[config.mk]
export PLATFORM = sky130hd
export DESIGN_NAME = msts_trigger_sync
export DESIGN_NICKNAME = d
export VERILOG_FILES = /design/src/rtl/msts_edge_in.v /design/src/rtl/msts_trigger_sync.v
export VERILOG_INCLUDE_DIRS = /design/src /design/src/rtl
export SDC_FILE = /design/constraint.sdc
export NUM_CORES = 1
export LEC_CHECK = 0
export BUFFER_PORTS_ARGS = -buffer_cell sky130_fd_sc_hd__buf_2
export CORE_MARGIN = 2
export CORE_UTILIZATION = 40
export CTS_BUF_LIST = sky130_fd_sc_hd__clkbuf_4
export CTS_CLUSTER_DIAMETER = 40
export CTS_CLUSTER_SIZE = 28
export DETAILED_ROUTE_END_ITERATION = 8
export GPL_TIMING_DRIVEN = 0
export PLACE_DENSITY = 0.67
export SYNTH_ARGS = -nofsm -noshare
export SYNTH_HDL_FRONTEND = slang
export SYNTH_HIERARCHICAL = 1
export SYNTH_SLANG_ARGS = --single-unit
export TNS_END_PERCENT = 100
[constraint.sdc]
create_clock -name core_clk -period 18.1 [get_ports core_clk]
set_clock_uncertainty 0.15 [all_clocks]
set_input_delay 3.62 -clock core_clk [delete_from_list [all_inputs] [get_ports core_clk]]
set_output_delay 3.62 -clock core_clk [all_outputs]
set_load 0.005 [all_outputs]
[src/rtl/msts_defs.vh]
// Purpose: constants for the multi-sensor trigger sync block
// Assumes: shared time base ticks once per core_clk cycle
// Notes: byte addresses on the wishbone slave, one word each
`ifndef MSTS_DEFS_VH
`define MSTS_DEFS_VH
// register byte offsets
`define MSTS_REG_CTRL 8'h00
`define MSTS_REG_GDELAY 8'h04
`define MSTS_REG_TOFFS 8'h08
`define MSTS_REG_IPERIOD 8'h0C
`define MSTS_REG_STATUS 8'h10
`define MSTS_REG_EVT 8'h14
`define MSTS_REG_MASK 8'h18
`define MSTS_REG_STATCNT 8'h1C
// control fields
`define MSTS_CTRL_SYNC_EN 0
`define MSTS_CTRL_SLAVE 1
`define MSTS_CTRL_TRIG_ON 2
`define MSTS_CTRL_SIMUL 3
`define MSTS_CTRL_INVERT 4
`define MSTS_CTRL_GROUP_LO 8
`define MSTS_CTRL_GROUP_HI 11
`define MSTS_CTRL_STATSEL_LO 12
`define MSTS_CTRL_STATSEL_HI 13
// status fields
`define MSTS_ST_ROLE 0
`define MSTS_ST_PENDING 1
`define MSTS_ST_ARMED 2
`define MSTS_ST_SIM_OFF 3
// event bits (also statistic selector codes)
`define MSTS_EVT_TRIG 0
`define MSTS_EVT_SENT 1
`define MSTS_EVT_EXPOSE 2
`define MSTS_EVT_LATE 3
`define MSTS_EVT_W 4
// reset values
`define MSTS_CTRL_RST 32'h0000_3000
`define MSTS_TOFFS_RST 32'h0000_0000
`define MSTS_MASK_RST 4'h0
// timing: worst transport at 1 Gbps is 90 us, 40 cycles per us
`define MSTS_GDELAY_US 32'h0000_005A
`define MSTS_CLK_MHZ 32'h0000_0028
`define MSTS_GDELAY_RST (`MSTS_GDELAY_US * `MSTS_CLK_MHZ)
// internal trigger period, 1 ms
`define MSTS_IPERIOD_US 32'h0000_03E8
`define MSTS_IPERIOD_RST (`MSTS_IPERIOD_US * `MSTS_CLK_MHZ)
`endif

[src/rtl/msts_edge_in.v]
// Purpose: bring the trigger pin into core_clk and find rising edges
// Assumes: pin is asynchronous to core_clk
// Notes: toggling invert may itself produce one edge
`timescale 1ns/1ps
module msts_edge_in (
  // clock and reset
  input wire core_clk,
  input wire rst_n,
  // pin and option
  input wire pinLevel,
  input wire invert,
  // result
  output reg risePulse
);
  reg sync1;
  reg sync2;
  reg lastLevel;
  wire level;

  // inversion is applied before the edge is judged
  assign level = sync2 ^ invert;

  always @(posedge core_clk) begin
    if (!rst_n) begin
      sync1 <= 1'b0;
      sync2 <= 1'b0;
      lastLevel <= 1'b0;
      risePulse <= 1'b0;
    end else begin
      sync1 <= pinLevel;
      sync2 <= sync1;
      lastLevel <= level;
      risePulse <= level & ~lastLevel;
    end
  end
endmodule // msts_edge_in

[src/rtl/msts_trigger_sync.v]
// Purpose: master/slave profile trigger synchronisation for a sensor group
// Assumes: timeNow is the group-wide time base, one tick per cycle
// Notes: message link and packet streamer are logic on core_clk
// Contract
// - master starts group sequence on its trigger
// - master sends timing messages to the slaves
// - slave acquires a profile per master message; code drops late messages and other groups' messages
// - master waits group delay before exposure possible
// - no exposure before group delay after trigger
// - sequential mode adds each sensor's own offset
// - simultaneous mode exposes all at group delay
// - message waits for current packet to finish
// - slave counts late messages in selectable statistic
// - simultaneous refused while master trigger is off
// - external trigger on rising edge, optional inversion
`timescale 1ns/1ps
`include "msts_defs.vh"
module msts_trigger_sync (
  // clock and reset
  input wire core_clk,
  input wire rst_n,
  // wishbone classic slave
  input wire wb_cyc_i,
  input wire wb_stb_i,
  input wire wb_we_i,
  input wire [7:0] wb_adr_i,
  input wire [3:0] wb_sel_i,
  input wire [31:0] wb_dat_i,
  output reg [31:0] wb_dat_o,
  output reg wb_ack_o,
  // trigger pin and shared time base
  input wire extTrigger,
  input wire [31:0] timeNow,
  // message transmit toward the switch
  input wire pktBusy,
  output reg txMsgValid,
  output reg [31:0] txMsgTime,
  output reg [31:0] txMsgDelay,
  output reg txMsgSimul,
  output reg [3:0] txMsgGroup,
  // message receive from the switch
  input wire rxMsgValid,
  input wire [31:0] rxMsgTime,
  input wire [31:0] rxMsgDelay,
  input wire rxMsgSimul,
  input wire [3:0] rxMsgGroup,
  // acquisition and status
  output reg exposeStart,
  output reg groupRoleStatus,
  output reg irq
);
  localparam M_IDLE = 1'b0;
  localparam M_HOLD = 1'b1;

  // true once now has reached target, wrap-safe
  function reached;
    input [31:0] target;
    input [31:0] now;
    reg [31:0] diff;
    begin
      diff = now - target;
      reached = ~diff[31];
    end
  endfunction

  // byte-lane merge for partial writes
  function [31:0] merge;
    input [31:0] old;
    input [31:0] data;
    input [3:0] sel;
    integer i;
    begin
      merge = old;
      for (i = 0; i < 4; i = i + 1) begin
        if (sel[i]) begin
          merge[8*i +: 8] = data[8*i +: 8];
        end
      end
    end
  endfunction

  reg [31:0] ctrl;
  reg [31:0] groupDelay;
  reg [31:0] trigOffset;
  reg [31:0] intPeriod;
  reg [`MSTS_EVT_W-1:0] evt;
  reg [`MSTS_EVT_W-1:0] evtMask;
  reg [31:0] statCount;
  reg [31:0] intCount;
  reg mState;
  reg [31:0] trigTime;
  reg armed;
  reg [31:0] target;
  reg [`MSTS_EVT_W-1:0] next_evt;
  reg [31:0] rdData;

  wire syncEn = ctrl[`MSTS_CTRL_SYNC_EN];
  wire isSlave = ctrl[`MSTS_CTRL_SLAVE];
  wire trigOn = ctrl[`MSTS_CTRL_TRIG_ON];
  wire [3:0] groupNumber = ctrl[`MSTS_CTRL_GROUP_HI:`MSTS_CTRL_GROUP_LO];
  wire [1:0] statSel = ctrl[`MSTS_CTRL_STATSEL_HI:`MSTS_CTRL_STATSEL_LO];
  // simultaneous needs a profile trigger delay, so it needs trigger on
  wire simulOk = ctrl[`MSTS_CTRL_SIMUL] & trigOn;
  wire simOff = ctrl[`MSTS_CTRL_SIMUL] & ~trigOn;

  wire busReq = wb_cyc_i & wb_stb_i & ~wb_ack_o;
  wire busWr = busReq & wb_we_i;
  wire extRise;
  wire intTick;
  wire masterTrig;
  wire rxOurs;
  wire [31:0] rxTarget;
  wire rxLate;
  wire [31:0] mTarget;
  wire sendNow;
  wire fire;
  wire statHit;

  msts_edge_in msts_edge_in_i (
    .core_clk(core_clk),
    .rst_n(rst_n),
    .pinLevel(extTrigger),
    .invert(ctrl[`MSTS_CTRL_INVERT]),
    .risePulse(extRise)
  );

  // internal trigger runs only while the external trigger is off
  assign intTick = ~trigOn & (intCount >= intPeriod - 32'h0000_0001);
  assign masterTrig = syncEn & ~isSlave & (trigOn ? extRise : intTick);

  // own exposure: group delay, plus offset unless simultaneous
  assign mTarget = trigTime + groupDelay + (simulOk ? 32'h0000_0000 :
    trigOffset);
  // a switch to slave role or sync off drops a message still waiting
  assign sendNow = (mState == M_HOLD) & ~pktBusy & syncEn & ~isSlave;

  // slave side, all times taken from the master trigger event
  assign rxOurs = syncEn & isSlave & rxMsgValid & (rxMsgGroup == groupNumber);
  assign rxTarget = rxMsgTime + rxMsgDelay + (rxMsgSimul ? 32'h0000_0000 :
    trigOffset);
  assign rxLate = reached(rxTarget, timeNow);

  assign fire = armed & reached(target, timeNow);

  // master trigger handling and message launch
  always @(posedge core_clk) begin
    if (!rst_n) begin
      mState <= M_IDLE;
      trigTime <= 32'h0000_0000;
      txMsgValid <= 1'b0;
      txMsgTime <= 32'h0000_0000;
      txMsgDelay <= 32'h0000_0000;
      txMsgSimul <= 1'b0;
      txMsgGroup <= 4'h0;
      intCount <= 32'h0000_0000;
    end else begin
      txMsgValid <= 1'b0;
      if (trigOn || intTick) begin
        intCount <= 32'h0000_0000;
      end else begin
        intCount <= intCount + 32'h0000_0001;
      end
      if (masterTrig) begin
        // a newer trigger replaces one still waiting for the link
        trigTime <= timeNow;
        mState <= M_HOLD;
      end else if (sendNow) begin
        txMsgValid <= 1'b1;
        txMsgTime <= trigTime;
        txMsgDelay <= groupDelay;
        txMsgSimul <= simulOk;
        txMsgGroup <= groupNumber;
        mState <= M_IDLE;
      end else if (!syncEn || isSlave) begin
        mState <= M_IDLE;
      end else begin
        mState <= mState;
      end
    end
  end

  // exposure scheduler, one pending start at a time
  always @(posedge core_clk) begin
    if (!rst_n) begin
      armed <= 1'b0;
      target <= 32'h0000_0000;
      exposeStart <= 1'b0;
    end else begin
      exposeStart <= fire;
      if (masterTrig) begin
        armed <= 1'b0;
      end else if (mState == M_HOLD && sendNow) begin
        armed <= 1'b1;
        target <= mTarget;
      end else if (rxOurs && !rxLate) begin
        armed <= 1'b1;
        target <= rxTarget;
      end else if (fire || !syncEn) begin
        armed <= 1'b0;
      end
      // a late message leaves the schedule alone: it is dropped
      if (rxOurs && rxLate) begin
        armed <= armed & ~fire;
      end
    end
  end

  // events; hardware set wins over a software clear
  always @* begin
    next_evt = evt;
    if (busWr && wb_adr_i == `MSTS_REG_EVT && wb_sel_i[0]) begin
      next_evt = evt & ~wb_dat_i[`MSTS_EVT_W-1:0];
    end
    if (masterTrig) begin
      next_evt[`MSTS_EVT_TRIG] = 1'b1;
    end
    if (sendNow) begin
      next_evt[`MSTS_EVT_SENT] = 1'b1;
    end
    if (fire) begin
      next_evt[`MSTS_EVT_EXPOSE] = 1'b1;
    end
    if (rxOurs && rxLate) begin
      next_evt[`MSTS_EVT_LATE] = 1'b1;
    end
  end

  assign statHit = (statSel == 2'h0 && masterTrig) ||
    (statSel == 2'h1 && sendNow) || (statSel == 2'h2 && fire) ||
    (statSel == 2'h3 && rxOurs && rxLate);

  // register file
  always @(posedge core_clk) begin
    if (!rst_n) begin
      ctrl <= `MSTS_CTRL_RST;
      groupDelay <= `MSTS_GDELAY_RST;
      trigOffset <= `MSTS_TOFFS_RST;
      intPeriod <= `MSTS_IPERIOD_RST;
      evtMask <= `MSTS_MASK_RST;
      evt <= {`MSTS_EVT_W{1'b0}};
      statCount <= 32'h0000_0000;
      irq <= 1'b0;
      groupRoleStatus <= 1'b0;
    end else begin
      evt <= next_evt;
      irq <= |(next_evt & evtMask);
      groupRoleStatus <= isSlave;
      if (busWr && wb_adr_i == `MSTS_REG_STATCNT) begin
        statCount <= statHit ? 32'h0000_0001 : 32'h0000_0000;
      end else if (statHit) begin
        statCount <= statCount + 32'h0000_0001;
      end
      if (busWr) begin
        case (wb_adr_i)
          `MSTS_REG_CTRL: ctrl <= merge(ctrl, wb_dat_i, wb_sel_i);
          `MSTS_REG_GDELAY: groupDelay <= merge(groupDelay, wb_dat_i,
            wb_sel_i);
          `MSTS_REG_TOFFS: trigOffset <= merge(trigOffset, wb_dat_i,
            wb_sel_i);
          `MSTS_REG_IPERIOD: intPeriod <= merge(intPeriod, wb_dat_i,
            wb_sel_i);
          `MSTS_REG_MASK: begin
            if (wb_sel_i[0]) begin
              evtMask <= wb_dat_i[`MSTS_EVT_W-1:0];
            end
          end
          default: ;
        endcase
      end
    end
  end

  always @* begin
    case (wb_adr_i)
      `MSTS_REG_CTRL: rdData = ctrl;
      `MSTS_REG_GDELAY: rdData = groupDelay;
      `MSTS_REG_TOFFS: rdData = trigOffset;
      `MSTS_REG_IPERIOD: rdData = intPeriod;
      `MSTS_REG_STATUS: rdData = {28'h000_0000, simOff, armed,
        mState == M_HOLD, isSlave};
      `MSTS_REG_EVT: rdData = {28'h000_0000, evt};
      `MSTS_REG_MASK: rdData = {28'h000_0000, evtMask};
      `MSTS_REG_STATCNT: rdData = statCount;
      default: rdData = 32'h0000_0000;
    endcase
  end

  // one wait-free answer per request; unmapped reads give zero
  always @(posedge core_clk) begin
    if (!rst_n) begin
      wb_ack_o <= 1'b0;
      wb_dat_o <= 32'h0000_0000;
    end else begin
      wb_ack_o <= busReq;
      if (busReq && !wb_we_i) begin
        wb_dat_o <= rdData;
      end
    end
  end
endmodule // msts_trigger_sync

# Word-level counts from Yosys, hierarchy flattened
# Index checks and enable logic that the tools add are counted.
dict set report word_totals {
  regBits 376
  latch_bits 0
  ram_bits 0
  rom_bits 0
  in_bits 153
  output_inout_bits 106
  mem_count 0
}
dict set report classes {
  add_sub_neg 9
  n_mul 0
  n_div 0
  magnitude_cmp 1
  eq_ne 11
  n_shift 0
  n_mux 23
  n_bitwise 31
  reduce_logical 48
}
# cell n
set ops {}
lappend ops {{$pmux W32 S8} 1}
lappend ops {{$mux W32} 6}
lappend ops {{$add A32 B32 Y32} 4}
lappend ops {{$add A32 B1 Y32 const B} 2}
lappend ops {{$sub A32 B32 Y32} 2}
lappend ops {{$reduce_and A3 Y1} 17}
lappend ops {{$eq A8 B5 Y1 const B} 4}
lappend ops {{$ge A32 B32 Y1} 1}
lappend ops {{$sub A32 B1 Y32 const B} 1}
lappend ops {{$and A1 B1 Y1} 17}
lappend ops {{$eq A8 B4 Y1 const B} 2}
lappend ops {{$mux W1} 15}
lappend ops {{$logic_and A1 B1 Y1} 12}
lappend ops {{$not A1 Y1} 10}
lappend ops {{$and A4 B4 Y4} 2}
lappend ops {{$eq A8 B3 Y1 const B} 1}
lappend ops {{$logic_not A8 Y1} 1}
lappend ops {{$logic_or A1 B1 Y1} 6}
lappend ops {{$reduce_bool A5 Y1} 1}
lappend ops {{$eq A2 B2 Y1 const B} 2}
lappend ops {{$eq A4 B4 Y1} 1}
lappend ops {{$mux W4} 1}
lappend ops {{$not A4 Y4} 1}
lappend ops {{$reduce_and A2 Y1} 2}
lappend ops {{8 further kinds} 11}

# Longest topological paths before layout
dict set report logic_depth {
  word_depth 11
  mapped_depth 27
  depth_no_buf 23
}

# Cells and area by module
# Netlist, hierarchy kept.
# module n_inst cells_per_inst area_each_um2 seq_area_each_um2
set modules_own_cells {}
lappend modules_own_cells {msts_trigger_sync 1 2729 22649.2 7447.1}
lappend modules_own_cells {msts_edge_in 1 9 117.6 80.1}

# Least setup slack after synthesis
# Ideal clock, no wire load.
dict set report synth_timing {
  kind {input -> register}
  from {input port rxMsgSimul}
  to {register statCount[23]}
  setup_time_ps 132
  arrival_ps 8969
  slack_ps 8849
  stages 25
  path_buffers 4
  cell_sequence {clkbuf_1 > nor2b_1 > fa_1 > ha_1 > fa_1 > a21o_1 > a22oi_1 > a211oi_2 > a2111o_1 > nor2b_1 > a21boi_0 > xor2_1 > ha_1 > and4_1 > a221oi_1 > mux2i_1 > inv_1 > nor4_1 > mux2i_1 > and2_1 > buf_2 > buf_2 > buf_2 > o41ai_1 > a21oi_1}
}
dict set report synth_via {
  elab_chain_cells 7
}
# element line_no
set synth_rtl {}
lappend synth_rtl {{start: declaration} msts_trigger_sync.v:45} ;# input wire rxMsgSimul,
lappend synth_rtl {{$mux W32} msts_trigger_sync.v:139} ;# assign rxTarget = rxMsgTime + rxMsgDelay + (rxMsgSimul ? 32'h0000_0000 :
lappend synth_rtl {{$add A32 B32 Y32} msts_trigger_sync.v:139}
lappend synth_rtl {{$sub A32 B32 Y32} msts_trigger_sync.v:61} ;# diff = now - target;
lappend synth_rtl {{$not A1 Y1} msts_trigger_sync.v:62} ;# reached = ~diff[31];
lappend synth_rtl {{$logic_and A1 B1 Y1} msts_trigger_sync.v:230} ;# (statSel == 2'h3 && rxOurs && rxLate);
lappend synth_rtl {{$logic_or A1 B1 Y1} msts_trigger_sync.v:229} ;# (statSel == 2'h1 && sendNow) || (statSel == 2'h2 && fire) ||
lappend synth_rtl {{$reduce_bool A2 Y1 (no source line)} -}
lappend synth_rtl {{end signal: assignment} msts_trigger_sync.v:249} ;# statCount <= statHit ? 32'h0000_0001 : 32'h0000_0000;
lappend synth_rtl {{end signal: assignment} msts_trigger_sync.v:251} ;# statCount <= statCount + 32'h0000_0001;
lappend synth_rtl {{end: declaration} msts_trigger_sync.v:88} ;# reg [31:0] statCount;
# No other way between the ends.
# A chain may end at the register's enable or synchronous reset.

# Final worst setup path
dict set report layout_timing {
  from {input port rxMsgSimul}
  to {register statCount[19]}
}
# The elaborated chain is that of the path after synthesis.

==> summary.txt <==
Outcome
  – Outcome: finished clean

Floorplan
  – Initial Util: 0.405
  – Die width: ~240 um
  – Die Y: around 240 um
  – Rows: between 80 and 90
  – Top Ports: ~260
  – Die Footprint: 0.0588 mm^2
  – Core area: 0.0563 mm^2

Yosys
  – XOR/XNOR Fraction of Synth Area: 0.0484
  – Asr flop ratio synth: 0
  – Yosys cell types: 80
  – Synth Area in Simple Gates: 0.211
  – Compound-Gate Fraction of Synth Area: 0.165
  – Syn Area/Cell: 8.32 um^2
  – Mux cell area share after synthesis: 0.0700
  – Ys Warns: 6
  – Sequential fraction of the synthesis area: 0.331
  – Synth Register Bits: roughly 380
  – Combinational family with the most area after synthesis: simple AND/OR/NAND/NOR gates
  – Post-synth top area cell: dfxtp_1
  – Mapped Area: 0.0228 mm^2
  – Top cells by area, synth: dfxtp_1, ha_1, mux2i_1
  – Most used DFF post-synth: dfxtp_1
  – Adder-cell share of the synthesized area: 0.141
  – Number of synthesized flops with an enable pin: 0
  – Yosys top cell area share: 0.331
  – Syn Nets: slightly above 3000
  – Mapped Cells: 2738

Timing
  – Final Max Slew Viols: 0
  – Final Hold Violating Endpoints: 0
  – TNS Setup: 0 ns
  – Final worst-path cycle share: 0.587
  – RSZ-0062 raised after global routing: no
  – Final setup violation count: 0
  – Max-slew headroom: 0.273
  – Fmax: between 0.09 and 0.1 GHz
  – Worst-Margin Slew: ~1.1 ns
  – Crit path time final: around 11 ns

Clocking
  – TritonCTS buffer count: 55
  – # hold bufs at CTS: 0
  – Post-CTS Setup Inserts: 0
  – Clock Path Buffers: 3
  – Clock slew at reported path FFs: 0.11 ns
  – CTS tree: built
  – Worst skew pair latency: 0.87 ns
  – H-tree levels: 2
  – # clock sinks: about 380
  – Post-cts resize count: 0
  – Root Buffer: clkbuf_4

Global routing
  – Largest net degree at the start of global routing: 18
  – GRT busiest layer: met2
  – Vias in the first global route: between 15000 and 20000
  – Antenna violations before repair: 18
  – Global Route Usage Sum: 0.254
  – GR Util met2: 0.415
  – Met1 Use GR: 0.338
  – First-pass GRT wire length: roughly 120000 um
  – Met3 GRT Util: 0.0459
  – Total grt overflow: 0

Setup path
  – R2R cell count: 25
  – Crit Path Max Fanout: 10
  – R2R Path End: statCount[19]
  – Setup crit start kind: input pin
  – Crit path from: rxMsgSimul
  – Worst Path Arrival: about 11 ns
  – Worst EP required: around 19 ns
  – Internal reg-to-reg setup slack: 10.25 ns
  – Setup CP Type: input pin to register
  – Crit. End Element: register
  – Worst r2r src: trigOffset[2]
  – Worst Setup EP: statCount[19]

Layout
  – Area Overhead vs Synth: 14.0%
  – Most frequent cells in the layout: nand2_1, dfxtp_1, a21oi_1, nor2_1, buf_2
  – Fraction of layout cells with a size suffix above 1: 0.129
  – # fillers: about 5700
  – Final Core Density: 0.461
  – Nets: about 3400
  – Commonest non-fill, non-tap cell in the layout: nand2_1

Job
  – Max-Cap Viols: 0

Detailed routing
  – DR vias: roughly 21000
  – Vias/cell: about 5.5
  – DRC Markers: 0
  – Routed Antenna Nets: 0
  – Detailed Route WL: ~77000 um
  – WL per Instance: about 20 um
  – DR iter-0 viols: around 1700
  – Router iterations before antenna repair: 5

Placed design
  – Number of port buffers: around 260
  – DP Wirelength: 63100 um
  – Routability cong.: ~0.96

Power
  – Worst vdd ir: around 0.045 mV
  – Leak Pwr: ~10 nW
  – PwrDens: 65.5 mW/mm^2

Worst hold path
  – HP Class: register to register
[logic make-up after synthesis]
group / after synthesis
simple gates: 1038
compound gates: 621
flops: 376
fa+ha+maj: 219
buf+inv: 200
mux: 159
xor+xnor: 125
[per-stage QoR]
step	worst slack [ns]	instance area [um^2]	hold slack, ns	cells	total power [W]
floorplan	8.85	22800	0.262	2738	0.000995
global placement	6.82	25000	0.287	3752	0.00108
detailed placement	6.80	25000	0.286	3753	0.00108
CTS	7.69	25900	0.311	3854	0.00171
global route	7.23	25900	0.324	3858	0.00176
finish	7.48	26000	0.309	3862	0.00170
[worst max-delay path, cell delays in order]
cell      delay, ns
buf_2          0.23
clkbuf_1       0.39
nor2b_1        0.13
fa_1           0.45
ha_1           0.27
fa_1           0.43
a21o_1         0.21
a22oi_1        0.32
a211oi_2       0.19
a211oi_1       0.41
o21ai_0        0.26
a211oi_1       0.34
xor2_1         0.25
ha_1           0.30
and4_1         0.20
a221oi_1       0.64
mux2i_1        0.37
inv_1          0.12
o311a_1        0.36
mux2i_1        0.44
and2_1         0.23
buf_2          0.23
buf_2          0.26
buf_2          0.30
o41ai_1        0.12
a21oi_1        0.14
[synth_stat cells, types with 25 or more instances]
| cell type | n |
|---|---|
| nand3_1 | 60 |
| a21oi_1 | 304 |
| nor2b_1 | 41 |
| a211oi_1 | 26 |
| dfxtp_1 | 376 |
| o21ai_0 | 92 |
| fa_1 | 64 |
| xor2_1 | 57 |
| mux2i_1 | 157 |
| nand4_1 | 25 |
| nor3_1 | 35 |
| and3_1 | 25 |
| nor2_1 | 301 |
| clkbuf_1 | 111 |
| a22oi_1 | 46 |
| nand2_1 | 412 |
| a21o_1 | 36 |
| and2_1 | 45 |
| inv_1 | 71 |
| xnor2_1 | 67 |
| ha_1 | 155 |
[how the worst min path moves through the flow]
stage | start | end | slack (ns) | cells after the start
6_report | msts_edge_in_i/sync1 | msts_edge_in_i/sync2 | 0.31 | 1
5_1_grt | target[13] | target[13] | 0.32 | 2
4_1_cts | txMsgDelay[3] | txMsgDelay[3] | 0.31 | 2
3_5_place_dp | msts_edge_in_i/sync1 | msts_edge_in_i/sync2 | 0.29 | 1
3_3_place_gp | msts_edge_in_i/sync1 | msts_edge_in_i/sync2 | 0.29 | 1
2_1_floorplan | msts_edge_in_i/sync1 | msts_edge_in_i/sync2 | 0.26 | 1
[report_power, final]
part	total (W)	internal [W]	switching, W	leakage [nW]
Combinational	0.000234	0.0000878	0.000146	6.94
Clock	0.000637	0.000239	0.000398	0.493
Sequential	0.000830	0.000828	0.00000118	3.03
Total	0.00170	0.00116	0.000545	10.5
[layout make-up]
type | count | area [um^2] | share of cell area
Multi-Input combinational cell | 2162 | 14500 | 0.557
Clock buffer | 59 | 443 | 0.0171
Timing Repair Buffer | 260 | 1300 | 0.0501
Buffer | 128 | 503 | 0.0194
Tap cell | 756 | 946 | 0.0364
Antenna cell | 7 | 17.5 | 0.000675
Sequential cell | 376 | 7530 | 0.290
Clock inverter | 42 | 484 | 0.0187
Inverter | 72 | 270 | 0.0104
[registers in the layout (all words and copies together), names as in the netlist, 4 cells and up]
name / cells
evt: 4
intPeriod: 32
statCount: 32
trigTime: 32
wb_dat_o: 32
evtMask: 4
ctrl: 32
trigOffset: 32
target: 32
txMsgTime: 32
txMsgGroup: 4
intCount: 32
groupDelay: 32
txMsgDelay: 32
[routing by layer]
layer	wire (um)	up-vias
met3	6230	153
met1	33400	9963
met5	144	-
li1	-	10300
met2	35400	740
met4	2360	24
No activity file was read; power rests on OpenSTA's default activity.
